<file path="src/core/hs_pkg.sv">
package hs_pkg;
	localparam int unsigned ADDR_W = 18;

	// register indices, byte address is four times the index
	localparam logic [15:0] IDX_CTRL     = 16'h2400;
	localparam logic [15:0] IDX_SW_SPD   = 16'h2401;
	localparam logic [15:0] IDX_ZERO_SPD = 16'h2402;
	localparam logic [15:0] IDX_STATUS   = 16'h2403;
	localparam logic [15:0] IDX_HOME_POS = 16'h2404;
	localparam logic [15:0] IDX_TORQ     = 16'h2409;
	localparam logic [15:0] IDX_DWELL    = 16'h240A;

	// control fields
	localparam int unsigned CTRL_METHOD_LSB = 0;
	localparam int unsigned CTRL_START_BIT  = 8;
	// status fields
	localparam int unsigned ST_BUSY_BIT  = 0;
	localparam int unsigned ST_DONE_BIT  = 1;
	localparam int unsigned ST_ERR_BIT   = 2;
	localparam int unsigned ST_STATE_LSB = 8;

	localparam logic [7:0]  RST_METHOD   = 8'h00;
	localparam logic [31:0] RST_SPEED    = 32'h0000_0000;
	localparam logic [15:0] RST_TORQ     = 16'h0064;
	localparam logic [15:0] RST_DWELL    = 16'h0032;

	// the dwell setting counts in milliseconds
	localparam int unsigned CLK_PERIOD_NS  = 40;
	localparam int unsigned DWELL_UNIT_NS  = 1000000;
	localparam int unsigned DWELL_UNIT_CYC = (DWELL_UNIT_NS + CLK_PERIOD_NS - 1) / CLK_PERIOD_NS;

	localparam logic [7:0] M_11 = 8'h0B;
	localparam logic [7:0] M_12 = 8'h0C;
	localparam logic [7:0] M_13 = 8'h0D;
	localparam logic [7:0] M_14 = 8'h0E;
	localparam logic [7:0] M_24 = 8'h18;
	localparam logic [7:0] M_28 = 8'h1C;
	localparam logic [7:0] M_33 = 8'h21;
	localparam logic [7:0] M_34 = 8'h22;
	localparam logic [7:0] M_35 = 8'h23;
	localparam logic [7:0] M_N1 = 8'hFF;
	localparam logic [7:0] M_N2 = 8'hFE;
	localparam logic [7:0] M_N3 = 8'hFD;
	localparam logic [7:0] M_N4 = 8'hFC;
	localparam logic [7:0] M_N5 = 8'hFB;
	localparam logic [7:0] M_N6 = 8'hFA;

	typedef enum logic [9:0] {
		S_IDLE     = 10'h001,
		S_SEEK_SW  = 10'h002,
		S_LEAVE_SW = 10'h004,
		S_LIM_STOP = 10'h008,
		S_BACK_SW  = 10'h010,
		S_SEEK_IDX = 10'h020,
		S_GOTO     = 10'h040,
		S_STOPPER  = 10'h080,
		S_STOP_OK  = 10'h100,
		S_STOP_ERR = 10'h200
	} hs_state_e;

	typedef struct packed {
		logic        pos_limit_input;
		logic        neg_limit;
		logic        home_sw;
		logic        index;
		logic        standstill;
		logic [15:0] torque;
		logic [31:0] position;
	} hs_sense_s;

	typedef struct packed {
		logic        move;
		logic        rev;
		logic [31:0] speed;
		logic        torque_lim_en;
		logic [15:0] torque_lim;
		logic        pos_move;
		logic [31:0] target;
	} hs_motion_s;
endpackage

</file>
<file path="src/core/hs_homing_sequencer.sv">
// What this block does
// - Method 14: reverse at switch speed, switch off then zero speed onward.
// - Home switch on at start: leave it at switch speed, then zero speed.
// - Switch-and-index methods take the first index at zero speed as home.
// - Method 14: negative limit stops motion, then forward at switch speed.
// - After the limit, switch on: zero speed and reverse before index search.
// - Methods 11 to 13 run the 14 sequence, 12 and 13 with inverted switch polarity.
// - Method 24: forward, home latched where the home switch turns on.
// - Method 28: reverse, home latched where the home switch turns on.
// - Methods 33 and 34: index search at zero speed, reverse or forward.
// - Method 35: current position becomes home with no motion.
// - Methods -1,-2: dwell at stopper, reverse, take first index at zero speed.
// - Methods -3,-4: dwell at stopper, then home there with no index.
// - Methods -1 and -3 start reverse at switch speed.
// - Methods -2 and -4 start forward at switch speed.
// - Methods -5,-6: home switch on stops motion and completes homing.
// - Methods -5,-6: any limit raises homing error and stops.
// - Method -5 starts reverse, -6 forward, at switch speed.
//
// Decided for this implementation: register access over AHB-Lite.
`timescale 1ns/1ps
module hs_homing_sequencer
	import hs_pkg::*;
#(
	parameter int unsigned TICK_CYC = DWELL_UNIT_CYC
) (
	input  wire logic                core_clk_in,
	input  wire logic                rst_in,
	input  wire logic                hsel_in,
	input  wire logic [ADDR_W-1:0]   haddr_in,
	input  wire logic [1:0]          htrans_in,
	input  wire logic                hwrite_in,
	input  wire logic [2:0]          hsize_in,
	input  wire logic [31:0]         hwdata_in,
	input  wire logic                hready_in,
	output logic                     hreadyout_out,
	output logic                     hresp_out,
	output logic [31:0]              hrdata_out,
	input  wire hs_sense_s           sense_in,
	output hs_motion_s               motion_out,
	output logic                     busy_out,
	output logic                     done_out,
	output logic                     err_out
);
	// ---------------- bus slave ----------------
	logic [7:0]  method_reg;
	logic [31:0] sw_spd_reg;
	logic [31:0] zero_spd_reg;
	logic [15:0] stopper_torque_limit_reg;
	logic [15:0] stopper_dwell_time_reg;
	logic [31:0] home_pos_reg;
	logic        done_reg;
	logic        err_reg;
	logic        start_reg;
	logic        wr_pend_reg;
	logic [15:0] wr_idx_reg;
	logic [31:0] hrdata_reg;
	hs_state_e   state_reg;
	hs_state_e   state_next;

	logic        addr_ok;
	logic [15:0] acc_idx;
	logic [31:0] rd_mux;

	assign addr_ok = hsel_in && hready_in && htrans_in[1] && hsize_in == 3'h2;
	assign acc_idx = haddr_in[17:2];

	always_comb begin
		unique case (acc_idx)
			IDX_CTRL:     rd_mux = {24'h00_0000, method_reg};
			IDX_SW_SPD:   rd_mux = sw_spd_reg;
			IDX_ZERO_SPD: rd_mux = zero_spd_reg;
			IDX_STATUS:   rd_mux = {14'h0000, state_reg, 5'h00, err_reg, done_reg,
				state_reg != S_IDLE};
			IDX_HOME_POS: rd_mux = home_pos_reg;
			IDX_TORQ:     rd_mux = {16'h0000, stopper_torque_limit_reg};
			IDX_DWELL:    rd_mux = {16'h0000, stopper_dwell_time_reg};
			default:      rd_mux = 32'h0000_0000;
		endcase
	end

	// read data is sampled at the address phase and stands in the data phase
	always_ff @(posedge core_clk_in) begin
		if (rst_in) begin
			hrdata_reg <= 32'h0000_0000;
		end else if (addr_ok && !hwrite_in) begin
			hrdata_reg <= rd_mux;
		end
	end

	always_ff @(posedge core_clk_in) begin
		if (rst_in) begin
			wr_pend_reg <= 1'b0;
			wr_idx_reg  <= 16'h0000;
		end else if (hready_in) begin
			wr_pend_reg <= addr_ok && hwrite_in;
			wr_idx_reg  <= acc_idx;
		end
	end

	always_ff @(posedge core_clk_in) begin
		if (rst_in) begin
			method_reg   <= RST_METHOD;
			sw_spd_reg   <= RST_SPEED;
			zero_spd_reg <= RST_SPEED;
			stopper_torque_limit_reg <= RST_TORQ;
			stopper_dwell_time_reg   <= RST_DWELL;
		end else if (wr_pend_reg) begin
			unique case (wr_idx_reg)
				IDX_CTRL:     method_reg   <= hwdata_in[CTRL_METHOD_LSB +: 8];
				IDX_SW_SPD:   sw_spd_reg   <= hwdata_in;
				IDX_ZERO_SPD: zero_spd_reg <= hwdata_in;
				IDX_TORQ:     stopper_torque_limit_reg <= hwdata_in[15:0];
				IDX_DWELL:    stopper_dwell_time_reg   <= hwdata_in[15:0];
				default:      ;
			endcase
		end
	end

	// start is a one-cycle pulse, ignored unless idle
	always_ff @(posedge core_clk_in) begin
		if (rst_in) begin
			start_reg <= 1'b0;
		end else begin
			start_reg <= wr_pend_reg && wr_idx_reg == IDX_CTRL && hwdata_in[CTRL_START_BIT];
		end
	end

	assign hreadyout_out = 1'b1;
	assign hresp_out     = 1'b0;
	assign hrdata_out    = hrdata_reg;

	// ---------------- method decode ----------------
	logic m_valid;
	logic m_sw_idx;
	logic m_sw_only;
	logic m_idx_only;
	logic m_here;
	logic m_stop_idx;
	logic m_stop_only;
	logic m_sw_stop;
	logic m_rev;
	logic m_inv;

	always_comb begin
		m_sw_idx    = 1'b0;
		m_sw_only   = 1'b0;
		m_idx_only  = 1'b0;
		m_here      = 1'b0;
		m_stop_idx  = 1'b0;
		m_stop_only = 1'b0;
		m_sw_stop   = 1'b0;
		m_rev       = 1'b0;
		m_inv       = 1'b0;
		unique case (method_reg)
			M_11, M_14: begin
				m_sw_idx = 1'b1;
				m_rev    = 1'b1;
			end
			M_12, M_13: begin
				m_sw_idx = 1'b1;
				m_rev    = 1'b1;
				m_inv    = 1'b1;
			end
			M_24: m_sw_only = 1'b1;
			M_28: begin
				m_sw_only = 1'b1;
				m_rev     = 1'b1;
			end
			M_33: begin
				m_idx_only = 1'b1;
				m_rev      = 1'b1;
			end
			M_34: m_idx_only = 1'b1;
			M_35: m_here     = 1'b1;
			M_N1: begin
				m_stop_idx = 1'b1;
				m_rev      = 1'b1;
			end
			M_N2: m_stop_idx = 1'b1;
			M_N3: begin
				m_stop_only = 1'b1;
				m_rev       = 1'b1;
			end
			M_N4: m_stop_only = 1'b1;
			M_N5: begin
				m_sw_stop = 1'b1;
				m_rev     = 1'b1;
			end
			M_N6: m_sw_stop = 1'b1;
			default: ;
		endcase
	end

	assign m_valid = m_sw_idx | m_sw_only | m_idx_only | m_here | m_stop_idx | m_stop_only
		| m_sw_stop;

	// ---------------- sequencer ----------------
	logic dir_rev_reg;
	logic dir_rev_next;
	logic inv_reg;
	logic home_act;
	logic lim_ahead;
	logic any_lim;
	logic cap_ev;
	logic done_ev;
	logic err_ev;
	logic dwell_done;

	assign home_act  = sense_in.home_sw ^ inv_reg;
	assign lim_ahead = dir_rev_reg ? sense_in.neg_limit : sense_in.pos_limit_input;
	assign any_lim   = sense_in.neg_limit | sense_in.pos_limit_input;

	hs_dwell_timer #(
		.TICK_CYC (TICK_CYC)
	) u_dwell (
		.core_clk_in (core_clk_in),
		.rst_in      (rst_in),
		.run_in      (state_reg == S_STOPPER),
		.over_in     (sense_in.torque >= stopper_torque_limit_reg),
		.dwell_in    (stopper_dwell_time_reg),
		.expired_out (dwell_done)
	);

	always_comb begin
		state_next   = state_reg;
		dir_rev_next = dir_rev_reg;
		cap_ev       = 1'b0;
		done_ev      = 1'b0;
		err_ev       = 1'b0;
		unique case (state_reg)
			S_IDLE: if (start_reg) begin
				dir_rev_next = m_rev;
				if (!m_valid) begin
					err_ev = 1'b1;
				end else if (m_here) begin
					cap_ev  = 1'b1;
					done_ev = 1'b1;
				end else if (m_idx_only) begin
					state_next = S_SEEK_IDX;
				end else if (m_stop_idx || m_stop_only) begin
					state_next = S_STOPPER;
				end else if (m_sw_idx && (sense_in.home_sw ^ m_inv)) begin
					state_next = S_LEAVE_SW;
				end else begin
					state_next = S_SEEK_SW;
				end
			end
			S_SEEK_SW: if (m_sw_stop && any_lim) begin
				err_ev     = 1'b1;
				state_next = S_STOP_ERR;
			end else if (lim_ahead) begin
				state_next = S_LIM_STOP;
			end else if (home_act) begin
				if (m_sw_idx) begin
					state_next = S_LEAVE_SW;
				end else begin
					cap_ev     = 1'b1;
					state_next = S_STOP_OK;
				end
			end
			S_LEAVE_SW: if (lim_ahead) begin
				state_next = S_LIM_STOP;
			end else if (!home_act) begin
				state_next = S_SEEK_IDX;
			end
			S_LIM_STOP: if (sense_in.standstill) begin
				dir_rev_next = !dir_rev_reg;
				state_next   = S_BACK_SW;
			end
			S_BACK_SW: if (lim_ahead) begin
				err_ev     = 1'b1;
				state_next = S_STOP_ERR;
			end else if (home_act) begin
				if (m_sw_idx) begin
					dir_rev_next = !dir_rev_reg;
					state_next   = S_SEEK_IDX;
				end else begin
					cap_ev     = 1'b1;
					state_next = S_STOP_OK;
				end
			end
			S_SEEK_IDX: if (sense_in.index) begin
				cap_ev     = 1'b1;
				state_next = S_GOTO;
			end else if (lim_ahead) begin
				err_ev     = 1'b1;
				state_next = S_STOP_ERR;
			end
			S_GOTO: if (sense_in.standstill && sense_in.position == home_pos_reg) begin
				done_ev    = 1'b1;
				state_next = S_IDLE;
			end
			S_STOPPER: if (dwell_done) begin
				if (m_stop_idx) begin
					dir_rev_next = !dir_rev_reg;
					state_next   = S_SEEK_IDX;
				end else begin
					cap_ev     = 1'b1;
					done_ev    = 1'b1;
					state_next = S_IDLE;
				end
			end
			S_STOP_OK: if (sense_in.standstill) begin
				done_ev    = 1'b1;
				state_next = S_IDLE;
			end
			S_STOP_ERR: if (sense_in.standstill) begin
				state_next = S_IDLE;
			end
			default: state_next = S_IDLE;
		endcase
	end

	always_ff @(posedge core_clk_in) begin
		if (rst_in) begin
			state_reg   <= S_IDLE;
			dir_rev_reg <= 1'b0;
		end else begin
			state_reg   <= state_next;
			dir_rev_reg <= dir_rev_next;
		end
	end

	// polarity is frozen for the whole attempt
	always_ff @(posedge core_clk_in) begin
		if (rst_in) begin
			inv_reg <= 1'b0;
		end else if (state_reg == S_IDLE && start_reg) begin
			inv_reg <= m_inv;
		end
	end

	always_ff @(posedge core_clk_in) begin
		if (rst_in) begin
			home_pos_reg <= 32'h0000_0000;
		end else if (cap_ev) begin
			home_pos_reg <= sense_in.position;
		end
	end

	// a new start clears the flags, an event in the same cycle still sets them
	always_ff @(posedge core_clk_in) begin
		if (rst_in) begin
			done_reg <= 1'b0;
			err_reg  <= 1'b0;
		end else begin
			done_reg <= (done_reg && !start_reg) || done_ev;
			err_reg  <= (err_reg && !start_reg) || err_ev;
		end
	end

	// motion command follows the next state so it changes with the state
	always_ff @(posedge core_clk_in) begin
		if (rst_in) begin
			motion_out <= '0;
		end else begin
			motion_out.rev           <= dir_rev_next;
			motion_out.move          <= 1'b0;
			motion_out.speed         <= 32'h0000_0000;
			motion_out.torque_lim_en <= state_next == S_STOPPER;
			motion_out.torque_lim    <= stopper_torque_limit_reg;
			motion_out.pos_move      <= state_next == S_GOTO;
			motion_out.target        <= cap_ev ? sense_in.position : home_pos_reg;
			unique case (state_next)
				S_SEEK_SW, S_LEAVE_SW, S_BACK_SW, S_STOPPER: begin
					motion_out.move  <= 1'b1;
					motion_out.speed <= sw_spd_reg;
				end
				S_SEEK_IDX: begin
					motion_out.move  <= 1'b1;
					motion_out.speed <= zero_spd_reg;
				end
				S_GOTO: motion_out.speed <= zero_spd_reg;
				default: ;
			endcase
		end
	end

	assign busy_out = state_reg != S_IDLE;
	assign done_out = done_reg;
	assign err_out  = err_reg;
endmodule

</file>
<file path="src/core/hs_dwell_timer.sv">
`timescale 1ns/1ps
module hs_dwell_timer
	import hs_pkg::*;
#(
	parameter int unsigned TICK_CYC = DWELL_UNIT_CYC
) (
	input  wire logic        core_clk_in,
	input  wire logic        rst_in,
	input  wire logic        run_in,
	input  wire logic        over_in,
	input  wire logic [15:0] dwell_in,
	output logic             expired_out
);
	// the tick counter is 24 bits wide
	if (TICK_CYC < 1 || TICK_CYC > 32'h00FF_FFFF) begin
		$error("hs_dwell_timer: TICK_CYC out of range");
	end

	logic [23:0] tick_reg;
	logic [15:0] units_reg;
	logic        expired_reg;

	// counts only while pressed against the stopper at the torque limit
	always_ff @(posedge core_clk_in) begin
		if (rst_in || !run_in || !over_in) begin
			tick_reg <= 24'h00_0000;
		end else if (tick_reg == 24'(TICK_CYC - 1)) begin
			tick_reg <= 24'h00_0000;
		end else begin
			tick_reg <= tick_reg + 24'h00_0001;
		end
	end

	always_ff @(posedge core_clk_in) begin
		if (rst_in || !run_in || !over_in) begin
			units_reg <= 16'h0000;
		end else if (tick_reg == 24'(TICK_CYC - 1) && units_reg != 16'hFFFF) begin
			units_reg <= units_reg + 16'h0001;
		end
	end

	always_ff @(posedge core_clk_in) begin
		if (rst_in || !run_in) begin
			expired_reg <= 1'b0;
		end else begin
			expired_reg <= over_in && (units_reg >= dwell_in);
		end
	end

	assign expired_out = expired_reg;
endmodule

</file>
<file path="config.mk">
export PLATFORM = sky130hd
export DESIGN_NAME = hs_homing_sequencer
export DESIGN_NICKNAME = d
export VERILOG_FILES = /design/src/core/hs_pkg.sv /design/src/core/hs_homing_sequencer.sv /design/src/core/hs_dwell_timer.sv
export SDC_FILE = /design/constraint.sdc
export NUM_CORES = 1
export LEC_CHECK = 0
export ABC_CLOCK_PERIOD_IN_PS = 2900
export BUFFER_PORTS_ARGS = -buffer_cell sky130_fd_sc_hd__buf_2
export CAP_MARGIN = 0
export CORE_AREA = 2 2 185 187
export CTS_BUF_LIST = sky130_fd_sc_hd__clkbuf_8 sky130_fd_sc_hd__clkbuf_16
export DETAILED_ROUTE_END_ITERATION = 7
export DIE_AREA = 0 0 187 189
export GPL_TIMING_DRIVEN = 0
export HOLD_SLACK_MARGIN = 0.08
export PLACE_DENSITY = 0.58
export SLEW_MARGIN = 0
export SYNTH_ARGS = -nofsm -noshare
export SYNTH_HDL_FRONTEND = slang
export SYNTH_SLANG_ARGS = --single-unit
</file>
<file path="constraint.sdc">
create_clock -name core_clk_in -period 2.9 [get_ports core_clk_in]
set_input_delay 0.29 -clock core_clk_in [delete_from_list [all_inputs] [get_ports core_clk_in]]
set_output_delay 0.29 -clock core_clk_in [all_outputs]
set_load 0.05 [all_outputs]
</file>
* Yosys cells after proc, flatten, opt, wreduce, memory -nomap -nowiden *
Cells that the tools add are included.

word-level totals
  register bits after elaboration = 292
  input bits = 113
  output and inout bits = 121
  word-level logic and storage cells = 201

operators by class
  add/sub/neg operators = 2
  order comparisons = 2
  eq/ne operators = 55
  mux-type cells = 65
  bitwise logic cells = 9
  reductions and logical operators = 45

operators by type and width
  kind                     number
  $pmux W32 S7             1
  $eq A16 B14 Y1 const B   12
  $mux W10                 16
  $pmux W10 S9             1
  $pmux W32 S2             1
  $eq A8 B8 Y1 const B     6
  $mux W1                  35
  $eq A32 B32 Y1           1
  $eq A8 B4 Y1 const B     4
  $ge A16 B16 Y1           2
  $mux W32                 1
  $add A24 B1 Y24 const B  1
  $eq A24 B15 Y1 const B   1
  $eq A8 B6 Y1 const B     3
  $eq A10 B2 Y1 const B    2
  $eq A10 B3 Y1 const B    2
  $eq A10 B5 Y1 const B    2
  $eq A10 B6 Y1 const B    2
  $eq A10 B7 Y1 const B    2
  $eq A10 B8 Y1 const B    2
  $mux W9                  2
  $reduce_or A2 Y1         9
  $add A16 B1 Y16 const B  1
  $eq A8 B5 Y1 const B     2
  other kinds (24)         67

* Logic depth before layout (Yosys ltp) *
Gate-level depths: netlist of run 1.

  depth in word-level cells = 15
  gate-level depth with buffers = 12
  gate-level depth less buffers = 10

* Modules after synthesis *
A second synthesis of run 1 with hierarchy kept.

second synthesis, totals
  cell total of the unflattened synthesis = 1539
  area total of the unflattened synthesis = 13161.4 sq um

by module, submodules not included
  module               instances  cells an instance  area an instance (sq um)  sequential area each (sq um)
  hs_homing_sequencer  1          1267               10889.2                   5024.8
  hs_dwell_timer       1          272                2272.2                    820.8

* Worst setup path after synthesis of run 1 *
No wires, ideal clock.

  path kind = flip-flop to flip-flop
  from = register, netlist name motion_out[30]
  to = register motion_out[65] (netlist name)
  setup time = 0.117 ns
  arrival = 2.701 ns
  required time = 2.783 ns
  slack = 0.082 ns
  cell stages (with the launch flop) = 11
  buffers on the path = 2
  clock period less this slack = 2.818 ns
  cells stage by stage = dfxtp_1 xnor2_1 nand4_1 nor4_1 a31oi_1 a211oi_1 a31oi_1 or3_1 buf_6 buf_8 a32o_2

RTL lines
  item              line                       RTL
  end: declaration  hs_homing_sequencer.sv:40  output hs_motion_s motion_out,

* Worst setup path after layout of run 1 *
  from = register state_reg[3]
  to = register motion_out[57] (netlist name)

between the ends
  cells in the longest elaborated chain, start to end = 7
  elaborated cells between the ends (all ways) = 37
  classes of those cells = 16 x eq/ne; 18 x mux; 3 x reduce/logical

RTL lines
  item                                                                    line                        RTL
  start: declaration                                                      hs_homing_sequencer.sv:58   hs_state_e state_reg;
  start signal: assignment                                                hs_homing_sequencer.sv:320  state_reg <= state_next;
  parallel branches: the longest is 3 deep, another holds $eq A10 B10 Y1  -
  $pmux W10 S9 *                                                          hs_homing_sequencer.sv:231  unique case (state_reg)
  $eq A10 B8 Y1 (tied with other cells)                                   hs_homing_sequencer.sv:365  unique case (state_next)
  $reduce_or A4 Y1 or $reduce_or A2 Y1 (tied branches)                    -
  $pmux W32 S2 *                                                          hs_homing_sequencer.sv:365

Mark *: on every way between the ends.
A chain may end at the register's enable or synchronous reset.

==> results of run 1 <==
==> per-layer routing <==
layer  up-vias  GRT usage  share of wire  routed length [um]
li1       6188          -              -                   -
met3       109    0.03744          0.073                3599
met2       623     0.4424           0.46               22520
met1      6277     0.3438           0.42               20760
met5         -          0        0.00026                  13
met4         2     0.1151          0.045                2219
==> where the power goes <==
group | switching, mW | internal, mW
sequential | 0.00851 | 4.03
combinational | 0.266 | 0.187
clock | 1.78 | 2.89
==> cell usage in the layout (no fill, tap or decap), types with 9 or more instances in the layout <==
master and count:
a21o_1 16, a21oi_1 168, a21oi_2 13, a222oi_1 39, a31oi_1 9, a32o_2 27
and3_1 13, buf_2 230, buf_4 30, buf_6 15, clkbuf_1 64, clkbuf_16 39
dfxtp_1 282, dfxtp_2 10, dlygate4sd3_1 69, ha_1 34, inv_1 50, mux2i_1 48
nand2_1 268, nand2b_1 9, nand3_1 17, nand4_1 29, nor2_1 139, nor2b_1 11
nor3_1 42, nor4_1 14, o21ai_0 15, xnor2_1 46, xor2_1 26
==> path summary, 6_finish.rpt <==
path,end,start,depth (start not counted)
worst min register to register,u_dwell.tick_reg[0],u_dwell.tick_reg[0],1
worst max-delay path,motion_out[57],state_reg[3],11
worst min-delay path,sw_spd_reg[12],hwdata_in[12],3
worst max register to register,motion_out[57],state_reg[3],11
==> per-stage QoR <==
step	cell area (um2)	setup WS [ns]	utilization	instances
after floorplan	13220	0.08160	-	1555
after global placement	14900	-0.9509	0.4478	2228
after detailed placement	14900	-0.9568	0.4478	2228
after CTS	17240	-0.05733	0.5181	2372
after global routing	17690	-0.1882	0.5314	2388
final	17690	-0.09412	0.5314	2388
==> cells by family after synthesis <==
kind of cell             share of synthesized area
adder cells (fa/ha/maj)                    0.03295
AO/OA/AOI/OAI                               0.1632
XOR/XNOR                                   0.04970
flip-flops                                  0.4423
buffers and inverters                      0.05415
other                                    0.0005682
AND/OR/NAND/NOR                             0.2165
multiplexers                               0.04061
==> critical path, cell delays in order (launching register included) <==
cell and delay (ns):
dfxtp_2 0.31, buf_6 0.12, or4_4 0.56, or3_4 0.40, or3_4 0.42, nor2_4 0.14, a211oi_2 0.04, a31oi_1 0.25
or3_1 0.16, buf_6 0.16, clkbuf_16 0.16, a32o_2 0.18
==> timing repair <==
action | 4_1_cts | 5_1_grt
resized for setup | 79 | 88
hold buffers | 68 | 0
endpoints found under the setup margin | 129 | 128
pin swaps | 17 | 25
buffers inserted | 12 | 14
endpoints found under the hold margin | 94 | 0
cloned | 3 | 5
==> final cells by class <==
cell class,count,area (um2),area share
buffer,109,636.9,0.03601
sequential,292,5858,0.3312
clock buffer,42,994.7,0.05624
multi-input combinational,1106,7092,0.4010
clock inverter,20,239.0,0.01351
timing repair buffer,326,2137,0.1208
inverter,45,168.9,0.009550
tap,448,560.5,0.03169
==> results.md, run 1 <==
* Diode count at 0
* Worst slew pin tran at 0.9753 ns
* Clk buf depth at 3
* Ys Warns at 0
* Violated checks: negative setup slack
* PD cells at 517.7 nW/um2
* Syn Area/Cell at 8.499 um2
* Total Wirelength at 49.11 mm
* Final setup skew at 0.01703 ns
* DRC viols at 0
* Asr flop ratio synth at 0
* Min Tclk post-route at 2.994 ns
* Syn Inst Count at 1555
* Final setup fails at 31
* Worst Setup Start Kind: register
* Final worst slack at -0.09412 ns
* # rows at 67
* Largest net degree at the start of global routing at 14
* Register area share after synthesis at 0.4423
* Status: finished, violations left
* CTS tree: built
* Layout cell share with drive strength beyond 1 at 0.2412
* Grt ovf at 0
* Number of global-route vias before repair at 12530
* Initial Util at 0.3971
* Skew-Pair Late Insertion Delay at 0.52 ns
* Pwr Total at 9.156 mW
* Fmax at 334.0 MHz
* Post-route antenna net violation count at 0
* Crit path required time at 3.34 ns
* Synth area leaders: dfxtp_1, nand2_1, a21oi_1
* 1st-pass router iterations at 7
* Biggest register: motion_out
* Commonest cells post-synth: dfxtp_1, nand2_1, a21oi_1
* Most instantiated library cell after synthesis: dfxtp_1
* Die extent in x at 187 um
* CTS H-tree lvls at 2
* Antenna violations before repair at 2
* Rel. slew slack at 0.3498
* Lkg Pwr at 7.124 nW
* Clock-pin slew on the worst setup and hold paths at 0.06 ns
* Avg WL per Cell at 20.56 um
* Leading area contributor after synthesis: dfxtp_1
* Synth cell types at 73
* I/O pins at 234
* Synthesized Nets at 1702
* Dpl hpwl at 35.95 mm
* Global-route wire length before repair at 73.02 mm
* Post-synth EDFFs at 0
* Vias per inst at 5.527
* MaxCap Viol Count at 0
* Seq cells post-synth at 292
* Core Box Area at 33280 um2
* Clock sinks at 292
* NumNets Final at 2062
* Die ar. at 35340 um2
* RSZ-0062 raised after global routing: true
* Global Route Usage Sum at 0.2654
* RD Place Congestion at 0.9123
* Crit end category: register
* Initial DRC count at 1287
* Synth Flop Type: dfxtp_1
* Die H at 189 um
* Hold Vio Cnt, Final at 0
* Min Hold Slack at 0.08781 ns
* TritonCTS buffer count at 35
* Post-synth top area share at 0.4423
* Flop-to-flop setup slack at -0.09 ns
* Slew Limit Fails at 0
* Max reg flops at 84
* Setup Crit Path Kind: reg -> reg
* HP Class: in -> reg
* P&R area growth vs syn at 33.83%
* Area of the mapped netlist at 13220 um2
* Setup TNS at -2.130 ns
* CP Data Arrival Time at 3.44 ns
* Vias at 13200
* Crit share post-route at 1.032
* Peak supply drop at 0.3863 mV
* Fill count at 3126
* Worst-path maximum fanout at 6
* CTS Root Cell: clkbuf_16
* Port Buffer Count at 225
Note: power is estimated with default switching activity, not from simulation.
==> run 2, diff against run 1 <==
- PLACE_DENSITY: 0.58 -> 0.65
==> run 2 against run 1 <==
  * The flow finishes with violations (design-rule violations, negative setup slack)
  * Register-to-register slack improved by 0.07 ns
  * Cell count fell by 0.46%
  * Non-clock buffer count fell by 7
  * Count of clock-buffer cells in the layout fell by 2
  * Worst setup slack improved by 0.070 ns
  * Clock skew fell by 0.0085 ns
  * Clock power fell by 14%
  * Die area did not move
  * Hold slack improved by 0.0035 ns
  * Largest cell class unchanged
  * Highest routed layer is now met4
==> results.md, run 2 (synthesized netlist as in run 1, its figures left out) <==
* Status: finished, violations left
* Violated checks: design-rule violations, negative setup slack
* Initial Util at 0.3971 (unchanged)
* Final setup skew at 0.008518 ns (-0.008512 ns)
* Area of the multi-input gates at 6980 um2 (-1.6%)
* Initial DRC count at 1395 (+8.4%)
* Avg WL per Cell at 20.38 um (-0.90%)
* Fmax at 342.0 MHz (+2.4%)
* Worst r2r dst: motion_out[61]
* Die ar. at 35340 um2 (unchanged)
* Rel. slew slack at 0.4045 (+0.05466)
* Largest net degree at the start of global routing at 13 (-1)
* Vias per inst at 5.607 (+1.5%)
* CTS H-tree lvls at 2 (unchanged)
* Antenna violations before repair at 1 (-1)
* Die H at 189 um (unchanged)
* Lkg Pwr at 7.062 nW (-0.87%)
* Critical path, cell by cell: buf_2, or4_4, buf_8, or4_4, nor3b_4, nand2_1, o22ai_2, a21oi_2, a21oi_2, buf_6, buf_8, a32o_2
* Total Wirelength at 48.44 mm (-1.4%)
* HP Start: sense_in[12]
* Min Tclk post-route at 2.924 ns (-0.06978 ns)
* Clock-pin slew on the worst setup and hold paths at 0.06 ns (about the same)
* Post-DP Area at 14900 um2 (unchanged)
* Cell at the slowest stage of the critical path: or4_4
* MaxCap Viol Count at 0 (unchanged)
* CTS tree: built
* Most frequent cells in the layout: dfxtp_1, nand2_1, buf_2, a21oi_1, nor2_1
* Pwr Total at 8.494 mW (-7.2%)
* DRC viols at 14 (+14)
* Skew-Pair Late Insertion Delay at 0.51 ns (about the same)
* Final worst slack at -0.02434 ns (+0.06978 ns)
* # rows at 67 (unchanged)
* Fill count at 3068 (-1.9%)
* Clk buf depth at 3 (unchanged)
* Cell area after layout at 17340 um2 (-2.0%)
* Die extent in x at 187 um (unchanged)
* Dpl ws at -1.009 ns (-0.05173 ns)
* HP Class: in -> reg
* Worst slew pin tran at 0.8933 ns (-0.08199 ns)
* Max reg flops at 84 (unchanged)
* Hold Path Depth at 3 (unchanged)
* Crit end category: register
* Grt ovf at 0 (unchanged)
* Dpl hpwl at 35.27 mm (-1.9%)
* Hold Vio Cnt, Final at 0 (unchanged)
* Min Hold Slack at 0.09135 ns (+0.003541 ns)
* Port Buffer Count at 225 (unchanged)
* P&R area growth vs syn at 31.17%
* Setup Crit Path Kind: reg -> reg
* Slew Limit Fails at 0 (unchanged)
* Vias at 13330 (+0.98%)
* Layout cell share with drive strength beyond 1 at 0.2314 (-0.009789)
* CP Data Arrival Time at 3.37 ns (-0.07 ns)
* CP peak stage delay at 0.46 ns (-0.10 ns)
* Number of global-route vias before repair at 12530 (-0.064%)
* NumNets Final at 2054 (-0.39%)
* Most common cell after layout, fill and taps aside: dfxtp_1
* CTS Root Cell: clkbuf_16
* Worst-path maximum fanout at 10 (+4)
* Global Route Usage Sum at 0.2620 (-0.003395)
* Crit share post-route at 1.008 (-0.02406)
* RSZ-0062 raised after global routing: true
* PD cells at 489.9 nW/um2 (-5.4%)
* Flop-to-flop setup slack at -0.02 ns (+0.07 ns)
* Hold EP: motion_out[12]
* Peak supply drop at 0.3735 mV (-3.3%)
* Core Box Area at 33280 um2 (unchanged)
* Register Area at 5871 um2 (+0.21%)
* RD Place Congestion at 0.9091 (-0.35%)
* Crit path required time at 3.34 ns (about the same)
* Biggest register: motion_out
* TritonCTS buffer count at 34 (-2.9%)
* Post-route antenna net violation count at 0 (unchanged)
* Worst Reg-to-Reg Cells at 12 (+1)
* I/O pins at 234 (unchanged)
* R2R Path Start: state_reg[5]
* Setup TNS at -0.1264 ns (+2.004 ns)
* Final setup fails at 15 (-52%)
* Global-route wire length before repair at 72.73 mm (-0.40%)
* Clock sinks at 292 (unchanged)
* 1st-pass router iterations at 8 (+1)
* Worst Setup Start Kind: register
run 2: cell count changes in the layout (fill, tap and decap cells not counted), sizes merged, moves of 4 or more:
cell	before	now
buf	284	280
bufinv	5	0
clkinvlp	4	0
dlygate4sd3	69	65
inv	51	58
run 2: how the worst max path moves through the flow:
stage	slack, ns	cells after the start	endpoint	from
3_5_place_dp	-1.01	11	hrdata_out[0]	haddr_in[17]
2_1_floorplan	0.08	10	motion_out[65]	motion_out[30]
4_1_cts	-0.09	12	motion_out[64]	state_reg[3]
6_report	-0.02	12	motion_out[61]	state_reg[5]
3_3_place_gp	-1.04	11	hrdata_out[0]	haddr_in[17]
5_1_grt	-0.12	11	motion_out[79]	method_reg[1]
run 2: final cells by class:
type                            instances  area share
Timing Repair Buffer                  321      0.1230
Clock buffer                           40     0.05579
Buffer                                107     0.03363
Clock inverter                         16    0.003969
Antenna cell                            2   0.0002887
Inverter                               45    0.009743
Sequential cell                       292      0.3386
Tap cell                              448     0.03233
Multi-Input combinational cell       1106      0.4026
run 2: metal layers:
metal	track usage	part of all wire
met4	0.1163	0.043
met3	0.04282	0.085
met1	0.3404	0.41
met5	0	0
met2	0.4297	0.46
run 2: timing repair:
item                       in CTS  in global routing
hold buffers                   65                  0
setup endpoints to repair     129                128
setup buffers                  19                 14
hold endpoints to repair       83                  0
resized for setup              66                 63
cloned                          1                  3
pin swaps                      16                 23
run 2: metrics by stage:
stage | util | instances
finish | 0.5209 | 2377
global route | 0.5208 | 2375
CTS | 0.5109 | 2367
detailed placement | 0.4478 | 2228
global placement | 0.4478 | 2228
floorplan | - | 1555
run 2: critical path: cells and delay by family (launching register included):
family,cells,cell delay [ns]
DFF,1,0.29
buffers and inverters,4,0.67
and+or+nand+nor,4,1.28
AOI/OAI and AO/OA,4,0.62
run 2: power by group:
group	switching (mW)	total, mW	internal (mW)
sequential	0.00844	4.03	4.03
combinational	0.264	0.447	0.184
clock	1.66	4.01	2.35
